**src/rtl/rfid_chan_pkg.sv**
```systemverilog
package rfid_chan_pkg;
  // Clock and timing.
  localparam int CLK_PERIOD_NS = 10;
  localparam int STABLE_TIME_NS = 1000;
  localparam int STABLE_CYCLES = (STABLE_TIME_NS + CLK_PERIOD_NS - 1) / CLK_PERIOD_NS;
  // Channel parameter byte offsets.
  localparam logic [5:0] PAR_OP_SEL = 6'h00;
  localparam logic [5:0] PAR_DIAG_SUP = 6'h05;
  localparam logic [5:0] PAR_RETRY = 6'h08;
  localparam logic [5:0] PAR_RD_LEN = 6'h20;
  localparam logic [5:0] PAR_RD_LEN_HI = 6'h21;
  localparam logic [5:0] PAR_WR_LEN = 6'h22;
  localparam logic [5:0] PAR_WR_LEN_HI = 6'h23;
  // Parameter reset values.
  localparam logic [7:0] OP_SEL_RST = 8'h01;
  localparam logic [7:0] DIAG_SUP_RST = 8'h00;
  localparam logic [7:0] RETRY_RST = 8'h02;
  localparam logic [15:0] RD_LEN_RST = 16'h0080;
  localparam logic [15:0] WR_LEN_RST = 16'h0080;
  // Channel operation select codes.
  localparam logic [7:0] MODE_OFF = 8'h00;
  localparam logic [7:0] MODE_COMPACT = 8'h01;
  localparam logic [7:0] MODE_ADVANCED = 8'h02;
  // Command words.
  localparam logic [15:0] CMD_IDLE = 16'h0000;
  localparam logic [15:0] CMD_SENSE = 16'h0010;
  localparam logic [15:0] CMD_BUF_READ = 16'h0011;
  localparam logic [15:0] CMD_BACKUP = 16'h0100;
  localparam logic [15:0] CMD_RESTORE = 16'h0101;
  localparam logic [15:0] CMD_RESET = 16'h0800;
  // Process data byte layout.
  localparam logic [7:0] PD_CTRL_FIRST = 8'h00;
  localparam logic [7:0] PD_CTRL_LAST = 8'h17;
  localparam logic [7:0] PD_DATA_FIRST = 8'h18;
  localparam logic [7:0] PD_DATA_LAST = 8'h97;
  localparam logic [7:0] PD_DIAG_FIRST = 8'h98;
  localparam logic [7:0] PD_DIAG_LAST = 8'h99;
  localparam logic [7:0] PD_STATUS_FIRST = 8'h9a;
  localparam logic [15:0] DATA_AREA_MAX = 16'(PD_DATA_LAST - PD_DATA_FIRST) + 16'h0001;
  // Response word and diagnostic bits.
  localparam int RESP_BUSY_BIT = 15;
  localparam int RESP_ERR_BIT = 14;
  localparam int DIAG_FAULT_BIT = 0;
  localparam int DIAG_OVFL_BIT = 1;
  // Reader transaction kinds.
  typedef enum logic [1:0] {OP_SENSE = 2'b00, OP_CFG_RD = 2'b01, OP_CFG_WR = 2'b10} rdr_op_t;
  // Controller register word addresses.
  localparam logic [7:0] CREG_CMD = 8'h00;
  localparam logic [7:0] CREG_LEN = 8'h01;
  localparam logic [7:0] CREG_START = 8'h02;
  localparam logic [7:0] CREG_PARW = 8'h03;
  localparam logic [7:0] CREG_PARR = 8'h04;
  localparam logic [7:0] CREG_STATUS = 8'h05;
  localparam logic [7:0] CREG_BYTES = 8'h06;
  localparam logic [7:0] CREG_DIAG = 8'h07;
  localparam logic [7:0] CREG_AREA = 8'h08;
  localparam logic [7:0] CREG_DATA = 8'h80;
endpackage : rfid_chan_pkg

```
**src/rtl/rfid_cmd_link_if.sv**
```systemverilog
`timescale 1ns/10ps
interface rfid_cmd_link_if;
  logic cmd_valid;
  logic [15:0] cmd_word;
  logic [15:0] cmd_len;
  logic [7:0] cmd_addr;
  logic par_wr;
  logic par_rd;
  logic [5:0] par_idx;
  logic [7:0] par_wdata;
  logic [7:0] par_rdata;
  logic [15:0] response_word;
  logic [15:0] buffered_byte_count;
  logic [15:0] diag_word;
  logic [15:0] rd_area;
  logic [15:0] wr_area;
  logic rd_valid;
  logic [7:0] rd_data;
  logic [7:0] rd_pd_byte;
  modport dev (input cmd_valid, cmd_word, cmd_len, cmd_addr, par_wr, par_rd, par_idx, par_wdata,
    output par_rdata, response_word, buffered_byte_count, diag_word, rd_area, wr_area, rd_valid, rd_data,
    rd_pd_byte);
  modport ctl (output cmd_valid, cmd_word, cmd_len, cmd_addr, par_wr, par_rd, par_idx, par_wdata,
    input par_rdata, response_word, buffered_byte_count, diag_word, rd_area, wr_area, rd_valid, rd_data,
    rd_pd_byte);
endinterface : rfid_cmd_link_if

```
**src/rtl/rfid_channel_cmd_buffer.sv**
```systemverilog
// Register access over Avalon-MM was decided locally.
`timescale 1ns/10ps
module rfid_channel_cmd_buffer #(
  parameter int DEPTH = 8,
  parameter int EPC_BYTES = 4,
  parameter int CFG_WORDS = 16
) (
  // Clock and reset.
  input wire logic i_ref_clk,
  input wire logic i_nrst,
  // Controller link.
  rfid_cmd_link_if.dev lk,
  // Reader tag stream.
  input wire logic i_tag_valid,
  input wire logic [8*EPC_BYTES-1:0] i_tag_epc,
  // Reader transaction port.
  output logic o_rdr_req,
  output rfid_chan_pkg::rdr_op_t o_rdr_op,
  output logic [$clog2(CFG_WORDS)-1:0] o_rdr_addr,
  output logic [7:0] o_rdr_wdata,
  input wire logic i_rdr_ack,
  input wire logic i_rdr_fault,
  input wire logic [7:0] i_rdr_rdata
);
  import rfid_chan_pkg::*;
  localparam int REC_BYTES = EPC_BYTES + 1;
  localparam int REC_W = 8 * REC_BYTES;
  localparam int PW = $clog2(DEPTH);
  localparam int CW = $clog2(CFG_WORDS);

  typedef enum logic [1:0] {S_IDLE = 2'b00, S_RDR = 2'b01, S_BUF = 2'b10} st_t;
  typedef struct packed {
    st_t st;
    logic [7:0] op_sel;
    logic [7:0] diag_sup;
    logic [7:0] retry;
    logic [15:0] rd_len;
    logic [15:0] wr_len;
    logic [DEPTH-1:0][REC_W-1:0] mem;
    logic [PW-1:0] head;
    logic [PW-1:0] tail;
    logic [PW:0] nrec;
    logic [7:0] head_off;
    logic sensing;
    logic group_on;
    logic [15:0] cur_cmd;
    logic err;
    logic busy;
    logic [7:0] tries;
    logic [15:0] remain;
    logic [7:0] rd_idx;
    logic [1:0] diag_flags;
    logic [CFG_WORDS-1:0][7:0] cfg;
    logic [CW-1:0] cfg_idx;
    rdr_op_t rop;
    logic rdr_req;
    logic [7:0] rdr_wdata;
    logic [7:0] par_rdata;
    logic [15:0] resp;
    logic [15:0] byte_cnt;
    logic [15:0] diag;
    logic [15:0] rd_area;
    logic [15:0] wr_area;
    logic rd_valid;
    logic [7:0] rd_data;
    logic [7:0] rd_pd_byte;
  } state_t;

  state_t r_reg;
  state_t r_next;

  ////////////////////////////////////////////////////////////////////////////////
  // Helpers.

  // Smaller of two 16-bit lengths.
  function automatic logic [15:0] min16(input logic [15:0] a, input logic [15:0] b);
    return (a < b) ? a : b;
  endfunction : min16

  // Bytes still held in the buffer.
  function automatic logic [15:0] fifo_bytes(input logic [PW:0] nrec, input logic [7:0] off);
    return 16'(nrec * REC_BYTES) - {8'h00, off};
  endfunction : fifo_bytes

  ////////////////////////////////////////////////////////////////////////////////
  // Next-state logic.

  // All state moves here; a read pops first, so a freed slot serves a new tag.
  always_comb begin
    logic hit;
    logic [PW-1:0] k, hk;
    hit = 1'b0;
    k = '0;
    hk = '0;
    r_next = r_reg;
    r_next.rd_valid = 1'b0;
    // Parameter bytes from the controller; reserved bytes are ignored.
    if (lk.par_wr) begin
      unique case (lk.par_idx)
        PAR_OP_SEL: r_next.op_sel = lk.par_wdata;
        PAR_DIAG_SUP: r_next.diag_sup = lk.par_wdata;
        PAR_RETRY: r_next.retry = lk.par_wdata;
        PAR_RD_LEN: r_next.rd_len[7:0] = lk.par_wdata;
        PAR_RD_LEN_HI: r_next.rd_len[15:8] = lk.par_wdata;
        PAR_WR_LEN: r_next.wr_len[7:0] = lk.par_wdata;
        PAR_WR_LEN_HI: r_next.wr_len[15:8] = lk.par_wdata;
        default: ;
      endcase
    end
    if (lk.par_rd) begin
      unique case (lk.par_idx)
        PAR_OP_SEL: r_next.par_rdata = r_reg.op_sel;
        PAR_DIAG_SUP: r_next.par_rdata = r_reg.diag_sup;
        PAR_RETRY: r_next.par_rdata = r_reg.retry;
        PAR_RD_LEN: r_next.par_rdata = r_reg.rd_len[7:0];
        PAR_RD_LEN_HI: r_next.par_rdata = r_reg.rd_len[15:8];
        PAR_WR_LEN: r_next.par_rdata = r_reg.wr_len[7:0];
        PAR_WR_LEN_HI: r_next.par_rdata = r_reg.wr_len[15:8];
        default: r_next.par_rdata = 8'h00;
      endcase
    end
    // Command sequencer.
    unique case (r_reg.st)
      S_IDLE: begin
        if (lk.cmd_valid) begin
          r_next.cur_cmd = lk.cmd_word;
          r_next.err = 1'b0;
          r_next.tries = 8'h00;
          r_next.cfg_idx = '0;
          if (r_reg.op_sel == MODE_OFF && lk.cmd_word != CMD_IDLE) begin
            r_next.err = 1'b1;
          end else begin
            unique case (lk.cmd_word)
              CMD_IDLE: ;
              CMD_SENSE: begin
                r_next.group_on = (lk.cmd_addr == 8'h01);
                r_next.rop = OP_SENSE;
                r_next.rdr_req = 1'b1;
                r_next.st = S_RDR;
              end
              CMD_BUF_READ: begin
                if (r_reg.op_sel != MODE_ADVANCED) begin
                  r_next.err = 1'b1;
                end else begin
                  r_next.remain = min16(min16(lk.cmd_len, r_reg.byte_cnt), r_reg.rd_area);
                  r_next.rd_idx = 8'h00;
                  r_next.st = (r_next.remain != 16'h0000) ? S_BUF : S_IDLE;
                end
              end
              CMD_RESET: begin
                r_next.sensing = 1'b0;
                r_next.head = '0;
                r_next.tail = '0;
                r_next.nrec = '0;
                r_next.head_off = 8'h00;
                r_next.diag_flags = 2'b00;
              end
              CMD_BACKUP: begin
                r_next.rop = OP_CFG_RD;
                r_next.rdr_req = 1'b1;
                r_next.st = S_RDR;
              end
              CMD_RESTORE: begin
                r_next.rop = OP_CFG_WR;
                r_next.rdr_wdata = r_reg.cfg[0];
                r_next.rdr_req = 1'b1;
                r_next.st = S_RDR;
              end
              default: r_next.err = 1'b1;
            endcase
          end
        end
      end
      S_RDR: begin
        if (i_rdr_ack) begin
          if (i_rdr_fault) begin
            if (r_reg.tries < r_reg.retry) begin
              r_next.tries = r_reg.tries + 8'h01;
            end else begin
              r_next.err = 1'b1;
              r_next.diag_flags[DIAG_FAULT_BIT] = 1'b1;
              r_next.rdr_req = 1'b0;
              r_next.st = S_IDLE;
            end
          end else begin
            r_next.tries = 8'h00;
            if (r_reg.rop == OP_CFG_RD) begin
              r_next.cfg[r_reg.cfg_idx] = i_rdr_rdata;
            end
            if (r_reg.rop == OP_SENSE || r_reg.cfg_idx == CW'(CFG_WORDS - 1)) begin
              r_next.sensing = r_reg.sensing | (r_reg.rop == OP_SENSE);
              r_next.rdr_req = 1'b0;
              r_next.st = S_IDLE;
            end else begin
              r_next.cfg_idx = r_reg.cfg_idx + CW'(1);
              r_next.rdr_wdata = r_reg.cfg[r_next.cfg_idx];
            end
          end
        end
      end
      S_BUF: begin
        // One byte per cycle from the head record into the read area.
        r_next.rd_valid = 1'b1;
        r_next.rd_data = r_reg.mem[r_reg.head][8*r_reg.head_off +: 8];
        r_next.rd_pd_byte = PD_DATA_FIRST + r_reg.rd_idx;
        r_next.rd_idx = r_reg.rd_idx + 8'h01;
        r_next.remain = r_reg.remain - 16'h0001;
        if (r_reg.head_off == 8'(REC_BYTES - 1)) begin
          r_next.head_off = 8'h00;
          r_next.head = r_reg.head + PW'(1);
          r_next.nrec = r_reg.nrec - (PW+1)'(1);
        end else begin
          r_next.head_off = r_reg.head_off + 8'h01;
        end
        if (r_reg.remain == 16'h0001) begin
          r_next.st = S_IDLE;
        end
      end
      default: r_next.st = S_IDLE;
    endcase
    // Tag capture while sensing, also across idle commands.
    if (r_reg.sensing && r_next.sensing && i_tag_valid) begin
      for (int i = 0; i < DEPTH; i++) begin
        k = r_next.head + PW'(i);
        if ((PW+1)'(i) < r_next.nrec && !(i == 0 && r_next.head_off != 8'h00) && !hit &&
            r_next.mem[k][REC_W-1:8] == i_tag_epc) begin
          hit = 1'b1;
          hk = k;
        end
      end
      if (r_next.group_on && hit) begin
        if (r_next.mem[hk][7:0] != 8'hff) begin
          r_next.mem[hk][7:0] = r_next.mem[hk][7:0] + 8'h01;
        end
      end else if (r_next.nrec == (PW+1)'(DEPTH)) begin
        r_next.diag_flags[DIAG_OVFL_BIT] = 1'b1;
      end else begin
        r_next.mem[r_next.tail] = {i_tag_epc, 8'h01};
        r_next.tail = r_next.tail + PW'(1);
        r_next.nrec = r_next.nrec + (PW+1)'(1);
      end
    end
    // Visible status follows the state it describes.
    r_next.busy = (r_next.st != S_IDLE);
    r_next.resp = {r_next.busy, r_next.err, 2'b00, r_next.cur_cmd[11:0]};
    r_next.byte_cnt = fifo_bytes(r_next.nrec, r_next.head_off);
    r_next.diag = (r_next.diag_sup == 8'h01 || r_next.op_sel == MODE_OFF) ? 16'h0000 :
                  {14'h0000, r_next.diag_flags};
    r_next.rd_area = min16(r_next.rd_len, DATA_AREA_MAX);
    r_next.wr_area = min16(r_next.wr_len, DATA_AREA_MAX);
  end

  ////////////////////////////////////////////////////////////////////////////////
  // State register.

  // Synchronous reset; the tag memory is cleared too so no stale EPC can match.
  always_ff @(posedge i_ref_clk) begin
    if (!i_nrst) begin
      r_reg <= '0;
      r_reg.op_sel <= OP_SEL_RST;
      r_reg.diag_sup <= DIAG_SUP_RST;
      r_reg.retry <= RETRY_RST;
      r_reg.rd_len <= RD_LEN_RST;
      r_reg.wr_len <= WR_LEN_RST;
      r_reg.rd_area <= RD_LEN_RST;
      r_reg.wr_area <= WR_LEN_RST;
      r_reg.rop <= OP_SENSE;
      r_reg.st <= S_IDLE;
    end else begin
      r_reg <= r_next;
    end
  end

  ////////////////////////////////////////////////////////////////////////////////
  // Outputs, each straight from the state register.

  assign lk.par_rdata = r_reg.par_rdata;
  assign lk.response_word = r_reg.resp;
  assign lk.buffered_byte_count = r_reg.byte_cnt;
  assign lk.diag_word = r_reg.diag;
  assign lk.rd_area = r_reg.rd_area;
  assign lk.wr_area = r_reg.wr_area;
  assign lk.rd_valid = r_reg.rd_valid;
  assign lk.rd_data = r_reg.rd_data;
  assign lk.rd_pd_byte = r_reg.rd_pd_byte;
  assign o_rdr_req = r_reg.rdr_req;
  assign o_rdr_op = r_reg.rop;
  assign o_rdr_addr = r_reg.cfg_idx;
  assign o_rdr_wdata = r_reg.rdr_wdata;
endmodule : rfid_channel_cmd_buffer

```
**src/flat_wrapper.sv**
```systemverilog
// flat-port wrapper written by rule: the top's interface ports become plain ports
module rfid_channel_cmd_buffer_flat import rfid_chan_pkg::*;
#(
  parameter int DEPTH = 8,
  parameter int EPC_BYTES = 4,
  parameter int CFG_WORDS = 16
)
  (i_ref_clk, i_nrst, i_tag_valid, i_tag_epc, o_rdr_req, o_rdr_op, o_rdr_addr, o_rdr_wdata, i_rdr_ack, i_rdr_fault, i_rdr_rdata, lk_cmd_valid, lk_cmd_word, lk_cmd_len, lk_cmd_addr, lk_par_wr, lk_par_rd, lk_par_idx, lk_par_wdata, lk_par_rdata, lk_response_word, lk_buffered_byte_count, lk_diag_word, lk_rd_area, lk_wr_area, lk_rd_valid, lk_rd_data, lk_rd_pd_byte);
  rfid_cmd_link_if lk_i ();
  input wire logic i_ref_clk;
  input wire logic i_nrst;
  input wire logic i_tag_valid;
  input wire logic [8*EPC_BYTES-1:0] i_tag_epc;
  output logic o_rdr_req;
  output rfid_chan_pkg::rdr_op_t o_rdr_op;
  output logic [$clog2(CFG_WORDS)-1:0] o_rdr_addr;
  output logic [7:0] o_rdr_wdata;
  input wire logic i_rdr_ack;
  input wire logic i_rdr_fault;
  input wire logic [7:0] i_rdr_rdata;
  input wire logic [$bits(lk_i.cmd_valid)-1:0] lk_cmd_valid;
  input wire logic [$bits(lk_i.cmd_word)-1:0] lk_cmd_word;
  input wire logic [$bits(lk_i.cmd_len)-1:0] lk_cmd_len;
  input wire logic [$bits(lk_i.cmd_addr)-1:0] lk_cmd_addr;
  input wire logic [$bits(lk_i.par_wr)-1:0] lk_par_wr;
  input wire logic [$bits(lk_i.par_rd)-1:0] lk_par_rd;
  input wire logic [$bits(lk_i.par_idx)-1:0] lk_par_idx;
  input wire logic [$bits(lk_i.par_wdata)-1:0] lk_par_wdata;
  output wire logic [$bits(lk_i.par_rdata)-1:0] lk_par_rdata;
  output wire logic [$bits(lk_i.response_word)-1:0] lk_response_word;
  output wire logic [$bits(lk_i.buffered_byte_count)-1:0] lk_buffered_byte_count;
  output wire logic [$bits(lk_i.diag_word)-1:0] lk_diag_word;
  output wire logic [$bits(lk_i.rd_area)-1:0] lk_rd_area;
  output wire logic [$bits(lk_i.wr_area)-1:0] lk_wr_area;
  output wire logic [$bits(lk_i.rd_valid)-1:0] lk_rd_valid;
  output wire logic [$bits(lk_i.rd_data)-1:0] lk_rd_data;
  output wire logic [$bits(lk_i.rd_pd_byte)-1:0] lk_rd_pd_byte;
  assign lk_i.cmd_valid = lk_cmd_valid;
  assign lk_i.cmd_word = lk_cmd_word;
  assign lk_i.cmd_len = lk_cmd_len;
  assign lk_i.cmd_addr = lk_cmd_addr;
  assign lk_i.par_wr = lk_par_wr;
  assign lk_i.par_rd = lk_par_rd;
  assign lk_i.par_idx = lk_par_idx;
  assign lk_i.par_wdata = lk_par_wdata;
  assign lk_par_rdata = lk_i.par_rdata;
  assign lk_response_word = lk_i.response_word;
  assign lk_buffered_byte_count = lk_i.buffered_byte_count;
  assign lk_diag_word = lk_i.diag_word;
  assign lk_rd_area = lk_i.rd_area;
  assign lk_wr_area = lk_i.wr_area;
  assign lk_rd_valid = lk_i.rd_valid;
  assign lk_rd_data = lk_i.rd_data;
  assign lk_rd_pd_byte = lk_i.rd_pd_byte;
  rfid_channel_cmd_buffer #(.DEPTH(DEPTH), .EPC_BYTES(EPC_BYTES), .CFG_WORDS(CFG_WORDS)) u_core (.i_ref_clk(i_ref_clk), .i_nrst(i_nrst), .lk(lk_i), .i_tag_valid(i_tag_valid), .i_tag_epc(i_tag_epc), .o_rdr_req(o_rdr_req), .o_rdr_op(o_rdr_op), .o_rdr_addr(o_rdr_addr), .o_rdr_wdata(o_rdr_wdata), .i_rdr_ack(i_rdr_ack), .i_rdr_fault(i_rdr_fault), .i_rdr_rdata(i_rdr_rdata));
endmodule
```
**config.mk**
```make
export PLATFORM = sky130hd
export DESIGN_NAME = rfid_channel_cmd_buffer_flat
export DESIGN_NICKNAME = d
export VERILOG_FILES = /design/src/rtl/rfid_chan_pkg.sv /design/src/rtl/rfid_cmd_link_if.sv /design/src/rtl/rfid_channel_cmd_buffer.sv /design/src/flat_wrapper.sv
export SDC_FILE = /design/constraint.sdc
export NUM_CORES = 2
export LEC_CHECK = 0
export BUFFER_PORTS_ARGS = -buffer_cell sky130_fd_sc_hd__buf_2
export CAP_MARGIN = 10
export CORE_MARGIN = 2
export CORE_UTILIZATION = 35
export DETAILED_ROUTE_END_ITERATION = 10
export MAX_ROUTING_LAYER = met4
export PLACE_DENSITY = 0.5
export SLEW_MARGIN = 0
export SYNTH_ARGS = -nofsm -noshare
export SYNTH_HDL_FRONTEND = slang
export SYNTH_SLANG_ARGS = --single-unit
```
**constraint.sdc**
```tcl
create_clock -name i_ref_clk -period 21.2 [get_ports i_ref_clk]
set_clock_uncertainty 0.15 [all_clocks]
set_input_delay 2.12 -clock i_ref_clk [delete_from_list [all_inputs] [get_ports i_ref_clk]]
set_output_delay 2.12 -clock i_ref_clk [all_outputs]
set_load 0.01 [all_outputs]
```
# == Word level (Yosys, flattened, before mapping) ==
# Cells that the tools add are included.
# totals
register_bits,697
input_bits,102
word_cells,357
# op_classes
add_sub_neg,19
multipliers,1
order_cmp,29
eq_ne,44
shifts,1
mux,140
bitwise,4
reduce_logical,61
# op_table
operator,n
$bmux W40 S3,10
$mux W320,3
$bwmux W320,2
$mux W40,10
$eq A32 B32 Y1,8
$demux W40 S3,2
$mux W8,18
$mux W133,1
$mux W132,1
$bwmux W128,1
$mux W128,1
$mux W56,1
$pmux W8 S7,1
$mux W24,2
$pmux W24 S2,1
$lt A3 B4 Y1 const B,11
$shiftx A40 B12 Y8,1
$mux W37,1
$mux W1,34
$mux W17,2
$mux W34,1
$mux W3,11
$add A8 B1 Y8 const B,4
$bmux W8 S4,1
78 further kinds,171

# == Depth between registers and ports, before layout ==
# logic_depth
depth_word,54
mapped_depth,52
mapped_depth_nobuf,38

# == Worst setup path before layout ==
# OpenSTA, ideal clock, no wires.
# synth_timing
path_kind,input port to flip-flop
start,in lk_cmd_word[10]
end,reg u_core.r_reg[320] (netlist bit)
arrival_time_ps,11168
slack_ps,9764
stages,43
cell_sequence,nor4_1 > nand4_1 > o311ai_2 > nand2_1 > inv_1 > buf_4 > buf_2 > buf_2 > buf_2 > buf_2 > buf_2 > ha_1 > clkbuf_1 > clkbuf_1 > clkbuf_1 > clkbuf_1 > clkbuf_1 > clkbuf_1 > [... 7 more ...] > a21oi_1 > a2111oi_0 > o32a_1 > o21a_1 > buf_4 > buf_6 > buf_6 > mux2i_1 > mux2i_1 > mux2i_1 > buf_2 > inv_1 > ha_1 > a21boi_1 > nand4_4 > o21ai_2 > or4b_1 > o221a_1
# synth_between
elab_chain_len,53
# synth_lines
element,line_no,rtl
from (decl),flat_wrapper.sv:22,input wire logic [$bits(lk_i.cmd_word)-1:0] lk_cmd_word;
$eq A16 B12 Y1 or $reduce_bool A16 Y1 (tied branches),"rfid_channel_cmd_buffer.sv:133, rfid_channel_cmd_buffer.sv:130",
$mux W19 or $logic_and A1 B1 Y1 (tied branches),"rfid_channel_cmd_buffer.sv:133, rfid_channel_cmd_buffer.sv:130",
$mux W20 *,rfid_channel_cmd_buffer.sv:130,if (r_reg.op_sel == MODE_OFF && lk.cmd_word != CMD_IDLE) begin
$mux W37 *,rfid_channel_cmd_buffer.sv:125,if (lk.cmd_valid) begin
branches (longest 49 deep; another with $add A3 B1 Y3),-,
to (signal assigned),rfid_channel_cmd_buffer.sv:270,r_reg <= r_next;
to (decl),rfid_channel_cmd_buffer.sv:69,state_t r_reg;
# Mark *: on every way between the ends. The select of a mux whose other input is x is not followed.
# A chain may end at the register's enable or synchronous reset.

# == Worst setup path in the final report ==
# layout_timing
start,in lk_cmd_word[7]
end,reg u_core.r_reg[604] (netlist bit)
# The elaborated chain is that of the path after synthesis.

==> impl_metrics.py <==
metrics = {
    "drt": {
        "route.detailed.vias_per_inst": 6.658,
        "detail-route-antenna-nets": 0,
        "detailroute.via_count": 57240,
        "drt-wirelength-per-cell_um": 33.09,
        "drt_pass1_iterations": 10,
        "wirelength_um": 284400,
        "first_iter_violations": 8360,
        "route.detailed.drc": 0,
    },
    "clock_network": {
        "cts_post_setup_buffers_inserted": 0,
        "cts_buffer_depth": 3,
        "cts-buffers-inserted": 81,
        "cts_tree": "built",
        "number_of_instances_resized_during_post_cts_repair": 0,
        "clkTransAtPathRegs_ns": 0.06,
        "cts.root.buffer_cell": "sky130_fd_sc_hd__clkbuf_16",
        "insertion_delay_ns": 0.75,
        "cts.htree.levels": 3,
        "cts.hold.buffers_added": 0,
        "numClockSinks": 657,
    },
    "global_routing": {
        "grt.met3_usage_pct": 6.786,
        "antenna_violations_before_repair": 31,
        "grt_max_degree": 228,
        "groute.layer.met2.usage_pct": 54.11,
        "vias_in_the_first_global_route": 51780,
        "grt_overflow_total": 0,
        "grt_util_all_layers_pct": 35.73,
        "grt_use_met1_pct": 45.51,
        "global_route.peak_usage_layer": "met2",
        "grt_pass1_wl_um": 402600,
    },
    "layout": {
        "final.fill_count": 15840,
        "post_route_cells_drive_above_1_share_pct": 12.95,
        "flow.area_growth_from_synthesis_pct": 7.744,
        "fin_cells": 8596,
        "num-nets-final": 6637,
        "largest_register_ffs": 560,
    },
    "synth": {
        "yosysSeqAreaShare_pct": 24.36,
        "post_synth_main_area_contributors": "sky130_fd_sc_hd__dfxtp_1 24%, sky130_fd_sc_hd__mux2i_1 8.6%, sky130_fd_sc_hd__mux4_2 7.6%, sky130_fd_sc_hd__a21oi_1 4.5%, sky130_fd_sc_hd__nor2_1 4.4%",
        "postSynthCellCount": 6805,
        "yosysTopAreaCellShare_pct": 24.36,
        "async_flop_share_pct": 0,
        "synth_top_flop_cell": "sky130_fd_sc_hd__dfxtp_1",
        "synthesis.yosys.warnings": 0,
        "synth_area_um2": 53980,
        "synth_largest_area_cell": "sky130_fd_sc_hd__dfxtp_1",
        "ys_types": 121,
        "synth_common_cells": "657 x sky130_fd_sc_hd__dfxtp_1, 631 x sky130_fd_sc_hd__nor2_1, 595 x sky130_fd_sc_hd__nand2_1",
        "postSynthRegisterBits": 657,
        "synth_area_per_cell_um2": 7.933,
        "synth.most_common_cell": "sky130_fd_sc_hd__dfxtp_1",
        "synth-edff-count": 0,
    },
    "critical_path": {
        "worst-setup-path-type": "in2reg",
        "endpoint_kind": "flop",
        "critical_path.max_stage_delay_ns": 1.16,
        "cpMaxStageDelayCell": "sky130_fd_sc_hd__nor4_1",
        "req_time_crit_path_ns": 21.68,
        "timing.critical_path.arrival_ns": 14.70,
        "critical_path.max_fanout": 50,
        "critPathLaunchType": "input port",
        "crit_path_frequent_cell": "sky130_fd_sc_hd__buf_4",
    },
    "sta": {
        "slew_hr_pct": 2.095,
        "fmaxAchievable_mhz": 70.34,
        "setup-tns-final_ns": 0,
        "finalSetupViolations": 0,
        "min_period_ns": 14.22,
        "timing_max_transition_violations_final": 0,
        "whs_ns": 0.3051,
        "report.final.hold_viol_count": 0,
        "period_utilisation_layout_pct": 67.06,
        "rsz0062_at_grt": "no",
        "worst-slew-pin-transition_ns": 1.458,
    },
    "pwr": {
        "p_switching_uw": 787.1,
        "total_leakage_power_uw": 0.02001,
        "powerDensity_nw_per_um2": 50.41,
        "irDropWorstVdd_v": 0.00006216,
        "power_report.internal_total_uw": 2145,
        "sw_frac_of_total_pct": 26.84,
        "register_share_of_total_power_pct": 42.3,
        "combinationalPowerShare_pct": 7.4,
        "clock_power_share_pct": 50.3,
    },
    "run": {
        "max_cap_violation_count": 0,
    },
    "hold_path": {
        "holdCritPathClass": "reg2reg",
    },
    "placement": {
        "numPlacedInstances": 8416,
        "final_gp_congestion": 1.089,
        "post_dp_hpwl_um": 200500,
        "buffer_ports.inserted": 205,
    },
    "floorplan": {
        "die_width_um": 396.7,
        "i_o_pins": 222,
        "placement_rows": 144,
        "initial_core_util_pct": 35.13,
        "chipHeight_um": 396.7,
        "floorplan.die_area_um2": 157400,
        "design.core.area_um2": 153700,
    },
    "status": {
        "run_status": "finished clean",
    },
}
[routing by layer]
layer | routed length, um | vias to the layer above
met5 | 0 | -
li1 | - | 24610
met4 | 16590 | 0
met2 | 126000 | 3530
met3 | 26060 | 729
met1 | 115800 | 28370
[placed cells by master, fill, tap and decap left out, types with 75 or more instances in the layout]
master | Yosys | routed
sky130_fd_sc_hd__dfxtp_1 | 657 | 652
sky130_fd_sc_hd__nor2_1 | 631 | 626
sky130_fd_sc_hd__nand2_1 | 595 | 590
sky130_fd_sc_hd__a21oi_1 | 487 | 487
sky130_fd_sc_hd__mux2i_1 | 463 | 463
sky130_fd_sc_hd__nand3_1 | 338 | 335
sky130_fd_sc_hd__o21ai_0 | 316 | 315
sky130_fd_sc_hd__o211ai_1 | 209 | 209
sky130_fd_sc_hd__buf_2 | 152 | 207
sky130_fd_sc_hd__xnor2_1 | 197 | 197
sky130_fd_sc_hd__mux4_2 | 182 | 182
sky130_fd_sc_hd__o2111ai_1 | 170 | 169
sky130_fd_sc_hd__nor3_1 | 152 | 151
sky130_fd_sc_hd__buf_4 | 167 | 146
sky130_fd_sc_hd__inv_1 | 139 | 136
sky130_fd_sc_hd__a211oi_1 | 130 | 129
sky130_fd_sc_hd__and3_1 | 111 | 111
sky130_fd_sc_hd__clkbuf_16 | 0 | 81
sky130_fd_sc_hd__nand4_1 | 75 | 75
[critical path, delay by kind of cell]
family                   cells  cell delay (ns)
buffers and inverters        8             2.95
AND/OR/NAND/NOR             13             5.69
multiplexers                 2             1.27
XOR/XNOR                     1             0.16
adder cells (fa/ha/maj)      2             0.55
AO/OA/AOI/OAI                6             1.81
[logic make-up (layout without fill, tap and decap cells)]
kind of cell	count (synthesis)	in the layout	synth area share [%]
and+or+nand+nor	2250	2250	20.01
xor gates and xnor gates	242	242	3.926
other	1	60	0.006947
DFF	657	657	24.36
AOI/OAI and AO/OA	1905	1905	24.14
adders and majority gates	77	77	1.826
muxes	695	695	17.22
buffers and inverters	978	666	8.497
[worst paths after layout]
path	startpoint	endpoint	slack, ns	depth (start not counted)
hold reg to reg	u_core.lk.response_word[3]	u_core.lk.response_word[3]	0.31	2
hold / removal	u_core.lk.response_word[3]	u_core.lk.response_word[3]	0.31	2
setup / recovery	lk_cmd_word[7]	u_core.r_reg[604]	6.98	32
setup reg to reg	u_core.r_reg[304]	u_core.r_reg[604]	7.49	31
[power by group through the flow]
| stage | combinational [uW] | sequential (uW) | clock (uW) |
|---|---|---|---|
| 2_1_floorplan | 119 | 1270 | 0 |
| 6_report | 216 | 1240 | 1480 |
| 5_1_grt | 221 | 1240 | 1560 |
| 3_3_place_gp | 208 | 1270 | 0 |
| 3_5_place_dp | 207 | 1270 | 0 |
| 4_1_cts | 208 | 1240 | 1510 |
[area by class of cell]
class / count / area (um2) / area share, %
Timing Repair Buffer: 360 / 2260 / 3.885
Inverter: 157 / 609.3 / 1.048
Sequential cell: 657 / 13170 / 22.64
Clock buffer: 111 / 2280 / 3.919
Antenna cell: 28 / 70.07 / 0.1205
Multi-Input combinational cell: 5201 / 36660 / 63.02
Tap cell: 2044 / 2557 / 4.397
Clock inverter: 38 / 564.3 / 0.9702
[per-stage QoR]
stage	power (uW)	setup WS [ns]	util (%)	cell area [um2]
CTS	2958	7.332	37.79	58070
global route	3020	6.315	37.83	58150
floorplan	1386	9.764	-	54100
finish	2932	6.983	37.85	58160
global placement	1476	6.775	35.93	55220
detailed placement	1475	6.614	35.94	55230
(Power assumes the default switching activity.)
